`src/rtl/mode_map_cfg_map.vh`:
```
// Purpose: Offsets, fields, reset values and counts of the mode and memory map configuration block
// Assumes: Included by the design files of that block only
// Notes: Definitions only
`ifndef MODE_MAP_CFG_MAP_VH
`define MODE_MAP_CFG_MAP_VH

// ---------------------------------------------------------------
// Register offsets
// ---------------------------------------------------------------
`define OFS_PRIORITY_AND_MODE_CONTROL 8'h3C
`define OFS_RAM_REGISTER_MAP_POSITION 8'h3D
`define OFS_SYSTEM_CONFIGURATION_LATCHES 8'h3F

// ---------------------------------------------------------------
// Field positions of priority_and_mode_control
// ---------------------------------------------------------------
`define PMC_BOOT_BIT 7
`define PMC_SPECIAL_BIT 6
`define PMC_MODE_A_BIT 5
`define PMC_PSEL_HI 4
`define PMC_PSEL_RST 5'h06

// ---------------------------------------------------------------
// Field positions of system_configuration_latches
// ---------------------------------------------------------------
`define CFG_ROM_HIGH_BIT 7
`define CFG_FIXED_BIT 6
`define CFG_AUX_CLK_BIT 5
`define CFG_PULLUP_BIT 4
`define CFG_SEC_OFF_BIT 3
`define CFG_WDOG_OFF_BIT 2
`define CFG_ROM_ON_BIT 1
`define CFG_EEPROM_ON_BIT 0
`define CFG_RST 8'hFF
`define CFG_UNUSED_MASK 8'h40

// ---------------------------------------------------------------
// Mapping reset value
// ---------------------------------------------------------------
`define MAP_RST 8'h00

// ---------------------------------------------------------------
// Memory map limits
// ---------------------------------------------------------------
`define BOOT_LO 16'hBE00
`define BOOT_HI 16'hBFFF
`define ROM_LOW_LO 16'h2000
`define ROM_LOW_HI 16'h7FFF
`define ROM_HIGH_LO 16'hA000
`define ROM_HIGH_HI 16'hFFFF
`define RAM_SIZE 12'h300
`define REG_SIZE 12'h080

// ---------------------------------------------------------------
// Timing counts
// ---------------------------------------------------------------
`define MAP_WINDOW_CYCLES 7'h40
`define SYNC_CYCLES 2'h2
`define AUX_DIV_HALF 4'h2

`endif

```
`src/rtl/mode_and_memory_map_config.v`:
```
// Purpose: Operating mode latch, RAM and register block placement, configuration latches and map decode
// Assumes: Mode pins are asynchronous; nonvolatile cell value and CPU address are on ref_clk_i
// Notes: Register reads answer one cycle after the read strobe; decode outputs lag the address by one cycle
//
// The implementer's own choice: the plain strobed port.

`include "mode_map_cfg_map.vh"

// Notes on behaviour
// - Mode pins latched at reset into special-mode flag and mode-select-A.
// - Both mode bits always readable; special-mode flag can only be written to zero.
// - Mode-select-A takes one write in normal modes, any number in special modes.
// - Boot ROM bit acts only with special-mode flag set; writable only in special modes.
// - Boot ROM visible at BE00 to BFFF when bit set, else absent.
// - Boot bit and mode bits reset according to the mode pins.
// - Mapping register: one write in first 64 cycles in normal modes; any time special.
// - Mapping upper nibble gives top four address bits of internal RAM.
// - Mapping lower nibble gives top four address bits of the register block.
// - Mapping resets to zero so RAM and registers both start at 0000.
// - Behaviour follows working latches loaded from nonvolatile cells each reset; reads return latches.
// - Newly programmed cell value only visible after the next reset sequence.
// - Unused configuration bit, bit 6 only, reads as one.
// - Configuration writable directly only with special-mode flag set.
// - Single-chip mode forces ROM placement bit to one out of reset.
// - ROM decodes at 2000 to 7FFF when placement low, A000 to FFFF when high.
// - Aux clock enable off disables the pin; on drives divided clock out.
// - Special test forces ROM enable to zero; single chip forces it to one.
module mode_and_memory_map_config (
	input wire ref_clk_i,
	input wire resetn_i,
	input wire [7:0] addr_i,
	input wire [7:0] wdata_i,
	input wire wr_i,
	input wire rd_i,
	output reg [7:0] rdata_o,
	input wire mode_pin_a_i,
	input wire mode_pin_b_i,
	input wire [7:0] nv_config_i,
	input wire [15:0] cpu_addr_i,
	output reg ram_select_o,
	output reg reg_select_o,
	output reg rom_select_o,
	output reg boot_rom_select_o,
	output reg special_mode_flag_o,
	output reg mode_select_a_o,
	output reg boot_rom_visible_o,
	output reg [3:0] ram_base_o,
	output reg [3:0] reg_base_o,
	output reg rom_high_placement_o,
	output reg rom_present_o,
	output reg watchdog_disable_o,
	output reg security_disable_o,
	output reg eeprom_present_o,
	output reg pullup_assign_enable_o,
	output reg config_ready_o,
	output wire aux_clock_pin_o
);

// ---------------------------------------------------------------
// States of the reset sequence
// ---------------------------------------------------------------
localparam ST_SYNC = 2'b00;
localparam ST_LOAD = 2'b01;
localparam ST_RUN = 2'b10;

// ---------------------------------------------------------------
// Functions
// ---------------------------------------------------------------
function in_range;
	input [15:0] a;
	input [15:0] lo;
	input [15:0] hi;
	begin
		in_range = (a >= lo) && (a <= hi);
	end
endfunction

function in_block;
	input [15:0] a;
	input [3:0] base;
	input [11:0] size;
	begin
		in_block = (a[15:12] == base) && (a[11:0] < size);
	end
endfunction

// ---------------------------------------------------------------
// Declarations
// ---------------------------------------------------------------
reg mode_a_meta;
reg mode_a_sync;
reg mode_b_meta;
reg mode_b_sync;
reg [1:0] state;
reg [1:0] next_state;
reg [1:0] sync_cnt;
reg [6:0] cycle_cnt;
reg boot_bit;
reg special_mode;
reg mode_a;
reg [4:0] psel;
reg mode_a_written;
reg [7:0] map_reg;
reg map_written;
reg [7:0] cfg_latch;
wire running;
wire wr_pmc;
wire wr_map;
wire wr_cfg;
wire map_window_open;
wire boot_effective;
wire map_may_write;
wire mode_a_may_write;
reg [7:0] next_rdata;
reg next_reg_sel;
reg next_ram_sel;
reg next_rom_sel;
reg next_boot_sel;

// ---------------------------------------------------------------
// Mode pin synchronisers
// ---------------------------------------------------------------
always @(posedge ref_clk_i or negedge resetn_i) begin
	if (!resetn_i) begin
		mode_a_meta <= 1'b0;
		mode_a_sync <= 1'b0;
		mode_b_meta <= 1'b0;
		mode_b_sync <= 1'b0;
	end else begin
		mode_a_meta <= mode_pin_a_i;
		mode_a_sync <= mode_a_meta;
		mode_b_meta <= mode_pin_b_i;
		mode_b_sync <= mode_b_meta;
	end
end

// ---------------------------------------------------------------
// Reset sequence
// ---------------------------------------------------------------
always @* begin
	next_state = state;
	case (state)
		ST_SYNC: begin
			if (sync_cnt == `SYNC_CYCLES) begin
				next_state = ST_LOAD;
			end
		end
		ST_LOAD: begin
			next_state = ST_RUN;
		end
		ST_RUN: begin
			next_state = ST_RUN;
		end
		default: begin
			next_state = ST_SYNC;
		end
	endcase
end

always @(posedge ref_clk_i or negedge resetn_i) begin
	if (!resetn_i) begin
		state <= ST_SYNC;
		sync_cnt <= 2'h0;
	end else begin
		state <= next_state;
		if (state == ST_SYNC) begin
			sync_cnt <= sync_cnt + 2'h1;
		end
	end
end

// Cycles since reset release, saturating
always @(posedge ref_clk_i or negedge resetn_i) begin
	if (!resetn_i) begin
		cycle_cnt <= 7'h00;
	end else if (cycle_cnt != `MAP_WINDOW_CYCLES) begin
		cycle_cnt <= cycle_cnt + 7'h01;
	end
end

assign running = (state == ST_RUN);
assign map_window_open = (cycle_cnt < `MAP_WINDOW_CYCLES);
assign wr_pmc = wr_i && running && (addr_i == `OFS_PRIORITY_AND_MODE_CONTROL);
assign wr_map = wr_i && running && (addr_i == `OFS_RAM_REGISTER_MAP_POSITION);
assign wr_cfg = wr_i && running && (addr_i == `OFS_SYSTEM_CONFIGURATION_LATCHES);
assign mode_a_may_write = special_mode || !mode_a_written;
assign map_may_write = special_mode || (map_window_open && !map_written);
assign boot_effective = boot_bit && special_mode;

// ---------------------------------------------------------------
// Priority and mode control
// ---------------------------------------------------------------
always @(posedge ref_clk_i or negedge resetn_i) begin
	if (!resetn_i) begin
		boot_bit <= 1'b0;
		special_mode <= 1'b0;
		mode_a <= 1'b0;
		psel <= `PMC_PSEL_RST;
		mode_a_written <= 1'b0;
	end else if (state == ST_LOAD) begin
		special_mode <= ~mode_b_sync;
		mode_a <= mode_a_sync;
		boot_bit <= ~mode_b_sync && ~mode_a_sync;
	end else if (wr_pmc) begin
		if (!wdata_i[`PMC_SPECIAL_BIT]) begin
			special_mode <= 1'b0;
		end
		if (special_mode) begin
			boot_bit <= wdata_i[`PMC_BOOT_BIT];
		end
		if (mode_a_may_write) begin
			mode_a <= wdata_i[`PMC_MODE_A_BIT];
			mode_a_written <= 1'b1;
		end
		psel <= wdata_i[`PMC_PSEL_HI:0];
	end
end

// ---------------------------------------------------------------
// RAM and register block position
// ---------------------------------------------------------------
always @(posedge ref_clk_i or negedge resetn_i) begin
	if (!resetn_i) begin
		map_reg <= `MAP_RST;
		map_written <= 1'b0;
	end else if (wr_map && map_may_write) begin
		map_reg <= wdata_i;
		map_written <= 1'b1;
	end
end

// ---------------------------------------------------------------
// Configuration latches
// ---------------------------------------------------------------
always @(posedge ref_clk_i or negedge resetn_i) begin
	if (!resetn_i) begin
		cfg_latch <= `CFG_RST;
	end else if (state == ST_LOAD) begin
		cfg_latch <= nv_config_i | `CFG_UNUSED_MASK;
		if (mode_b_sync && !mode_a_sync) begin
			cfg_latch[`CFG_ROM_HIGH_BIT] <= 1'b1;
			cfg_latch[`CFG_ROM_ON_BIT] <= 1'b1;
		end
		if (!mode_b_sync && mode_a_sync) begin
			cfg_latch[`CFG_ROM_ON_BIT] <= 1'b0;
		end
	end else if (wr_cfg && special_mode) begin
		cfg_latch <= wdata_i | `CFG_UNUSED_MASK;
	end
end

// ---------------------------------------------------------------
// Register read port
// ---------------------------------------------------------------
always @* begin
	next_rdata = 8'h00;
	if (rd_i) begin
		case (addr_i)
			`OFS_PRIORITY_AND_MODE_CONTROL: begin
				next_rdata = {boot_bit, special_mode, mode_a, psel};
			end
			`OFS_RAM_REGISTER_MAP_POSITION: begin
				next_rdata = map_reg;
			end
			`OFS_SYSTEM_CONFIGURATION_LATCHES: begin
				next_rdata = cfg_latch | `CFG_UNUSED_MASK;
			end
			default: begin
				next_rdata = 8'h00;
			end
		endcase
	end
end

always @(posedge ref_clk_i or negedge resetn_i) begin
	if (!resetn_i) begin
		rdata_o <= 8'h00;
	end else begin
		rdata_o <= next_rdata;
	end
end

// ---------------------------------------------------------------
// Memory map decode
// ---------------------------------------------------------------
always @* begin
	next_reg_sel = in_block(cpu_addr_i, map_reg[3:0], `REG_SIZE);
	next_ram_sel = in_block(cpu_addr_i, map_reg[7:4], `RAM_SIZE) && !next_reg_sel;
	next_boot_sel = boot_effective && in_range(cpu_addr_i, `BOOT_LO, `BOOT_HI);
	next_rom_sel = 1'b0;
	if (cfg_latch[`CFG_ROM_ON_BIT] && !next_reg_sel && !next_ram_sel && !next_boot_sel) begin
		if (cfg_latch[`CFG_ROM_HIGH_BIT]) begin
			next_rom_sel = in_range(cpu_addr_i, `ROM_HIGH_LO, `ROM_HIGH_HI);
		end else begin
			next_rom_sel = in_range(cpu_addr_i, `ROM_LOW_LO, `ROM_LOW_HI);
		end
	end
end

always @(posedge ref_clk_i or negedge resetn_i) begin
	if (!resetn_i) begin
		reg_select_o <= 1'b0;
		ram_select_o <= 1'b0;
		rom_select_o <= 1'b0;
		boot_rom_select_o <= 1'b0;
	end else begin
		reg_select_o <= next_reg_sel && running;
		ram_select_o <= next_ram_sel && running;
		rom_select_o <= next_rom_sel && running;
		boot_rom_select_o <= next_boot_sel && running;
	end
end

// ---------------------------------------------------------------
// State outputs
// ---------------------------------------------------------------
always @(posedge ref_clk_i or negedge resetn_i) begin
	if (!resetn_i) begin
		special_mode_flag_o <= 1'b0;
		mode_select_a_o <= 1'b0;
		boot_rom_visible_o <= 1'b0;
		ram_base_o <= 4'h0;
		reg_base_o <= 4'h0;
		rom_high_placement_o <= 1'b1;
		rom_present_o <= 1'b1;
		watchdog_disable_o <= 1'b1;
		security_disable_o <= 1'b1;
		eeprom_present_o <= 1'b1;
		pullup_assign_enable_o <= 1'b1;
		config_ready_o <= 1'b0;
	end else begin
		special_mode_flag_o <= special_mode;
		mode_select_a_o <= mode_a;
		boot_rom_visible_o <= boot_effective;
		ram_base_o <= map_reg[7:4];
		reg_base_o <= map_reg[3:0];
		rom_high_placement_o <= cfg_latch[`CFG_ROM_HIGH_BIT];
		rom_present_o <= cfg_latch[`CFG_ROM_ON_BIT];
		watchdog_disable_o <= cfg_latch[`CFG_WDOG_OFF_BIT];
		security_disable_o <= cfg_latch[`CFG_SEC_OFF_BIT];
		eeprom_present_o <= cfg_latch[`CFG_EEPROM_ON_BIT];
		pullup_assign_enable_o <= cfg_latch[`CFG_PULLUP_BIT];
		config_ready_o <= running;
	end
end

// ---------------------------------------------------------------
// Auxiliary clock pin
// ---------------------------------------------------------------
aux_clock_divider aux_clock_divider_inst (
	.ref_clk_i(ref_clk_i),
	.resetn_i(resetn_i),
	.enable_i(cfg_latch[`CFG_AUX_CLK_BIT]),
	.aux_clock_o(aux_clock_pin_o)
);

endmodule // mode_and_memory_map_config

```
`src/rtl/aux_clock_divider.v`:
```
// Purpose: Divides the reference clock down for the auxiliary clock pin
// Assumes: Enable comes from a flip-flop on the same clock
// Notes: Pin is held low while disabled

`include "mode_map_cfg_map.vh"

module aux_clock_divider (
	input wire ref_clk_i,
	input wire resetn_i,
	input wire enable_i,
	output reg aux_clock_o
);

reg [3:0] half_cnt;

// ---------------------------------------------------------------
// Divider
// ---------------------------------------------------------------
always @(posedge ref_clk_i or negedge resetn_i) begin
	if (!resetn_i) begin
		half_cnt <= 4'h0;
		aux_clock_o <= 1'b0;
	end else if (!enable_i) begin
		half_cnt <= 4'h0;
		aux_clock_o <= 1'b0;
	end else if (half_cnt == `AUX_DIV_HALF - 4'h1) begin
		half_cnt <= 4'h0;
		aux_clock_o <= ~aux_clock_o;
	end else begin
		half_cnt <= half_cnt + 4'h1;
	end
end

endmodule // aux_clock_divider

```
`config.mk`:
```
export PLATFORM = sky130hd
export DESIGN_NAME = mode_and_memory_map_config
export DESIGN_NICKNAME = d
export VERILOG_FILES = /design/src/rtl/mode_and_memory_map_config.v /design/src/rtl/aux_clock_divider.v
export VERILOG_INCLUDE_DIRS = /design/src /design/src/rtl
export SDC_FILE = /design/constraint.sdc
export NUM_CORES = 1
export LEC_CHECK = 0
export BUFFER_PORTS_ARGS = -buffer_cell sky130_fd_sc_hd__buf_2
export CORE_MARGIN = 1
export CORE_UTILIZATION = 50
export CTS_BUF_LIST = sky130_fd_sc_hd__clkbuf_4 sky130_fd_sc_hd__clkbuf_8 sky130_fd_sc_hd__clkbuf_16
export DETAILED_ROUTE_END_ITERATION = 6
export PLACE_DENSITY = 0.75
export SLEW_MARGIN = 0
export SYNTH_ARGS = -nofsm -noshare
export SYNTH_HDL_FRONTEND = slang
export SYNTH_SLANG_ARGS = --single-unit
```
`constraint.sdc`:
```
create_clock -name ref_clk_i -period 2.2 [get_ports ref_clk_i]
set_input_delay 0.44 -clock ref_clk_i [delete_from_list [all_inputs] [get_ports ref_clk_i]]
set_output_delay 0.44 -clock ref_clk_i [all_outputs]
set_load 0.05 [all_outputs]
```
Yosys cells after proc, flatten, opt, wreduce, memory -nomap -nowiden
Index checks and enable logic that the tools add are counted.
W data, S select, Z words.
{"block": "classes", "order_cmp": 9, "bitwise": 4, "n_mux": 24, "reduce_logical": 45, "eq_ne": 13, "addsub": 3}
{"cell": "$ge A16 B16 Y1 const B", "count": 2}
{"cell": "$le A16 B16 Y1 const B", "count": 2}
{"cell": "$logic_and A1 B1 Y1", "count": 25}
{"cell": "$eq A8 B6 Y1 const B", "count": 3}
{"cell": "$mux W8", "count": 3}
{"cell": "$pmux W8 S3", "count": 1}
{"cell": "$ge A16 B14 Y1 const B", "count": 1}
{"cell": "$le A16 B15 Y1 const B", "count": 1}
{"cell": "$mux W1", "count": 16}
{"cell": "$lt A12 B10 Y1 const B", "count": 1}
{"cell": "$lt A12 B8 Y1 const B", "count": 1}
{"cell": "$eq A4 B4 Y1", "count": 2}
{"cell": "$mux W4", "count": 2}
{"cell": "$reduce_and A2 Y1", "count": 4}
{"cell": "$reduce_bool A2 Y1", "count": 4}
{"cell": "$add A7 B1 Y7 const B", "count": 1}
{"cell": "$logic_not A1 Y1", "count": 7}
{"cell": "$lt A7 B7 Y1 const B", "count": 1}
{"cell": "$ne A7 B7 Y1 const B", "count": 1}
{"cell": "$add A4 B1 Y4 const B", "count": 1}
{"cell": "$eq A2 B2 Y1 const B", "count": 2}
{"cell": "$eq A4 B1 Y1 const B", "count": 1}
{"cell": "$ne A2 B1 Y1 const B", "count": 2}
{"cell": "$not A1 Y1", "count": 4}
{"cell": "other kinds (9)", "count": 10}
{"block": "totals", "ff_bits": 76, "elab_cells": 132, "output_inout_bits": 31, "in_bits": 46}

Longest topological paths before layout
{"block": "depth", "word_depth": 9, "ltp_mapped": 7, "depth_no_buf": 6}

Hierarchy
Synthesis repeated with hierarchy kept, for this count alone.
{"block": "hier_totals", "cells_unflattened": 247, "area_unflattened_um2": 3209.3}
{"mod": "mode_and_memory_map_config", "area_each_um2": 2966.6, "n_inst": 1, "seq_area_each_um2": 1770.4, "cells_per_inst": 226}
{"mod": "aux_clock_divider", "area_each_um2": 242.7, "n_inst": 1, "seq_area_each_um2": 125.1, "cells_per_inst": 21}

Worst setup path before layout
OpenSTA, ideal clock, no wires.
{"block": "synth_path", "kind": "register to register", "startpoint": "reg state[0]", "endpoint": "reg cfg_latch[1]", "period_less_slack_ns": 1.910, "setup_ns": 0.085, "required_ns": 2.115, "setup_slack_ns": 0.290, "path_buffers": 0, "arrival_time_ns": 1.825, "stages_incl_launch_ff": 7, "path_cell_list": "dfrtp_1 -> inv_1 -> ha_1 -> nand4bb_4 -> nor3_4 -> mux2_4 -> mux2_1"}
{"block": "synth_via", "elab_chain_cells": 5, "elab_cells_between_ends": 7, "classes_between": "eq/ne: 2; mux: 1; reduce/logical: 4"}
{"element": "start: declaration", "line": "mode_and_memory_map_config.v:94", "rtl": "reg [1:0] state;"}
{"element": "start signal: assignment", "line": "mode_and_memory_map_config.v:165", "rtl": "state <= next_state;"}
{"element": "$eq A2 B2 Y1", "line": "mode_and_memory_map_config.v:181", "rtl": "assign running = (state == ST_RUN);"}
{"element": "net running", "line": "mode_and_memory_map_config.v:106", "rtl": "wire running;"}
{"element": "$logic_and A1 B1 Y1 (2 in a row)", "line": "mode_and_memory_map_config.v:185", "rtl": "assign wr_cfg = wr_i && running && (addr_i == `OFS_SYSTEM_CONFIGURATION_LATCHES);"}
{"element": "$logic_and A1 B1 Y1", "line": "mode_and_memory_map_config.v:247", "rtl": "end else if (wr_cfg && special_mode) begin"}
{"element": "$reduce_bool A2 Y1 (no source line)"}
{"element": "end signal: assignment", "line": "mode_and_memory_map_config.v:237", "rtl": "cfg_latch <= `CFG_RST;"}
{"element": "end signal: assignment", "line": "mode_and_memory_map_config.v:239", "rtl": "cfg_latch <= nv_config_i | `CFG_UNUSED_MASK;"}
{"element": "end signal: assignment", "line": "mode_and_memory_map_config.v:248", "rtl": "cfg_latch <= wdata_i | `CFG_UNUSED_MASK;"}
{"element": "end: declaration", "line": "mode_and_memory_map_config.v:105", "rtl": "reg [7:0] cfg_latch;"}
The timed path passes the listed nets, and every way through them passes these cells.
A chain may end at the register's enable or synchronous reset.

Worst setup path in the final report
{"block": "layout_path", "startpoint": "reg state[0]", "endpoint": "reg map_reg[0]"}
{"block": "layout_via", "elab_chain_cells": 4}
{"element": "$eq A2 B2 Y1", "line": "mode_and_memory_map_config.v:181"}
{"element": "net running", "line": "mode_and_memory_map_config.v:106"}
{"element": "$logic_and A1 B1 Y1 (2 in a row)", "line": "mode_and_memory_map_config.v:184", "rtl": "assign wr_map = wr_i && running && (addr_i == `OFS_RAM_REGISTER_MAP_POSITION);"}
{"element": "$logic_and A1 B1 Y1", "line": "mode_and_memory_map_config.v:226", "rtl": "end else if (wr_map && map_may_write) begin"}
{"element": "end signal: assignment", "line": "mode_and_memory_map_config.v:224", "rtl": "map_reg <= `MAP_RST;"}
{"element": "end signal: assignment", "line": "mode_and_memory_map_config.v:227", "rtl": "map_reg <= wdata_i;"}
{"element": "end: declaration", "line": "mode_and_memory_map_config.v:103", "rtl": "reg [7:0] map_reg;"}
The timed path passes the listed nets, and every way through them passes these cells.

==> metrics <==
# Max-Cap Violations=0; PortBufs=68; postcts setup bufs=0; Total Routing Usage GR=21.0%; Req. time, crit path=2.42 ns; Max clock buf depth=2; Final setup viols=0; total grt overflow=0; multi-input logic area=0.00122 mm²; CTS tree=built; pwr dens=711 mW/mm²; Reg2Reg Setup Slack=0.22 ns; layout net count=between 300 and 400; Critical Path Sink Type=flop; FFs w/ async S/R, synth=100%; Fin Setup TNS=0 ns; Leak=0.00186 µW; area grow syn2layout=20.5%; status=finished clean; register area share after synthesis=roughly three fifths; crit-path max FO=9; number of synthesized flops with an enable pin=0; Antenna Nets Post-Route=0; initial antenna violation count=0; detailed-route wire length=between 6000 and 7000 µm; hpwl dp=~4400 µm; Final WS setup=0.222 ns; CTS Sinks=75; Reg area=0.00190 mm²; worst hold path class=in -> async; clk_skew=0.00804 ns; most common cell after layout, fill and taps aside=buf_2; CTS Hold Bufs=0; global-route wire length before repair=10100 µm; clock root buffer=clkbuf_8; core area=0.00603 mm²; RSZ-0062 raised after global routing=no; CTS clock-pin slew for the worst setup and hold paths=0.07 ns; initial drt markers=81; Synth Register Bits=75; reg2reg start=state[0]; Initial Util=52.8%; chip height=about 80 µm; Least-Margin Pin Slew=0.608 ns; Filler cells=between 400 and 500; Pre-antenna DRT Iters=4; Worst Path Arrival=2.20 ns; Place WS=0.225 ns; via count=2115; Max Clk Rate=506 MHz; Post-Synthesis Cell Area=around 0.0032 mm²; period utilisation layout=between 80 and 90%; Fin. Hold Viols=0; Slew Limit Fails=0; Clk Latency, worst-skew pair=0.34 ns; synth unique cells=between 40 and 50; die area=0.00669 mm²; Ports=77; DRC=0; layout cells sized above 1=40.4%; die width=a little over 80 µm; pin count of the biggest net entering global routing=40; commonest cells after routing, fill and taps aside=68 x buf_2, 60 x dfrtp_1, 20 x mux2_2; GPL Wtd Cong=just under 0.8; syn_nets=299; Worst slew margin=59.4%; warnings from Yosys=0; RR Endpoint=map_reg[0]; Num CTS Buffers=9; mean post-synth cell area=13.0 µm²; H-tree Lvls=3; average routed wire per standard cell=about 15 µm; min cycle time layout=1.98 ns; Finished Core Util=63.6%; Pwr Total=2730 µW; Crit Path Category=reg -> reg; R2R cell count=6; vias per cell=5.24; cell count after synthesis=around 240; std cell rows=28; Peak VDD IR=0.581 mV; diode count=0; top_reg_cell synth=dfrtp_1; startpoint types=flop; vias in the first global route=a little over 2000; CTS resizes=0
[cell type report]
class                   instances  area share, %
clock buffers                  14           4.54
clock inverters                 2          0.261
inverters                      11           1.08
multi-input cells             153           31.9
flip-flops and latches         75           49.4
well taps                      75           2.45
repair buffers                 74           10.4
[critical path: stages, from the launching register on]
cell,delay (ns)
dfrtp_1,0.39
inv_1,0.12
ha_1,0.24
nand4bb_4,0.16
nor2_1,0.18
o2111ai_2,0.37
mux2_2,0.40
[metrics by stage]
stage | cells | hold slack [ns] | cell area, µm²
after floorplan | 244 | 0.144 | 3180
after global placement | 388 | 0.334 | 3650
after detailed placement | 388 | 0.336 | 3650
after CTS | 404 | 0.0710 | 3830
after global routing | 404 | 0.0924 | 3830
final | 404 | 0.0617 | 3830
[cells in the mapped netlist (all sizes together) (2+ instances only)]
cell type  instances  share of area [%]
dfrtp             60                 47
and2               3               0.59
buf                3               0.47
dfstp             15                 12
nor2b              3               0.59
ha                 9                3.5
nand3              8                1.3
inv               11                1.3
clkbuf             2               0.24
nand2             11                1.3
nor3b              2               0.47
mux2              22                7.9
xnor2             13                3.6
nor2              13                1.5
xor2               5                1.4
mux2i             10                3.1
nand4              3                1.1
nor3               5                1.1
nand2b             5               0.98
a21oi              3               0.47
o21ai             11                1.7
nor4               2               0.39
a22oi              7                1.7
and3               3               0.59
[power breakdown]
group / internal (µW) / switching [µW] / leakage (µW)
clock network: 506 / 463 / 0.000101
registers: 1440 / 36.1 / 0.000933
logic: 103 / 177 / 0.000824
[worst max-delay path by stage]
stage | startpoint | endpoint | slack, ns | cells past startpoint
floorplan | state[0] | cfg_latch[1] | 0.29 | 6
global placement | state[0] | map_reg[0] | 0.28 | 6
detailed placement | state[0] | map_reg[0] | 0.23 | 6
CTS | state[0] | map_reg[0] | 0.21 | 6
finish | state[0] | map_reg[0] | 0.22 | 6
global route | state[0] | map_reg[1] | 0.07 | 6
[metal layers]
| metal | wire [µm] | part of all wire [%] | track usage, % | vias up |
|---|---|---|---|---|
| li1 | - | - | - | 1005 |
| met1 | 2950 | 48 | 29.4 | 1025 |
| met2 | 2750 | 44 | 30.5 | 73 |
| met3 | 375 | 6.0 | 5.78 | 12 |
| met4 | 132 | 2.1 | 9.30 | 0 |
| met5 | 0 | 0 | 0 | - |
[kinds of logic after synthesis]
logic type                 synth area share (%)
buffers and inverters                      2.01
DFF                                        59.6
AOI/OAI and AO/OA                          6.06
xor gates and xnor gates                   4.95
muxes                                      11.1
adders and majority gates                  3.85
and+or+nand+nor                            12.5
(Power assumes the default switching activity.)
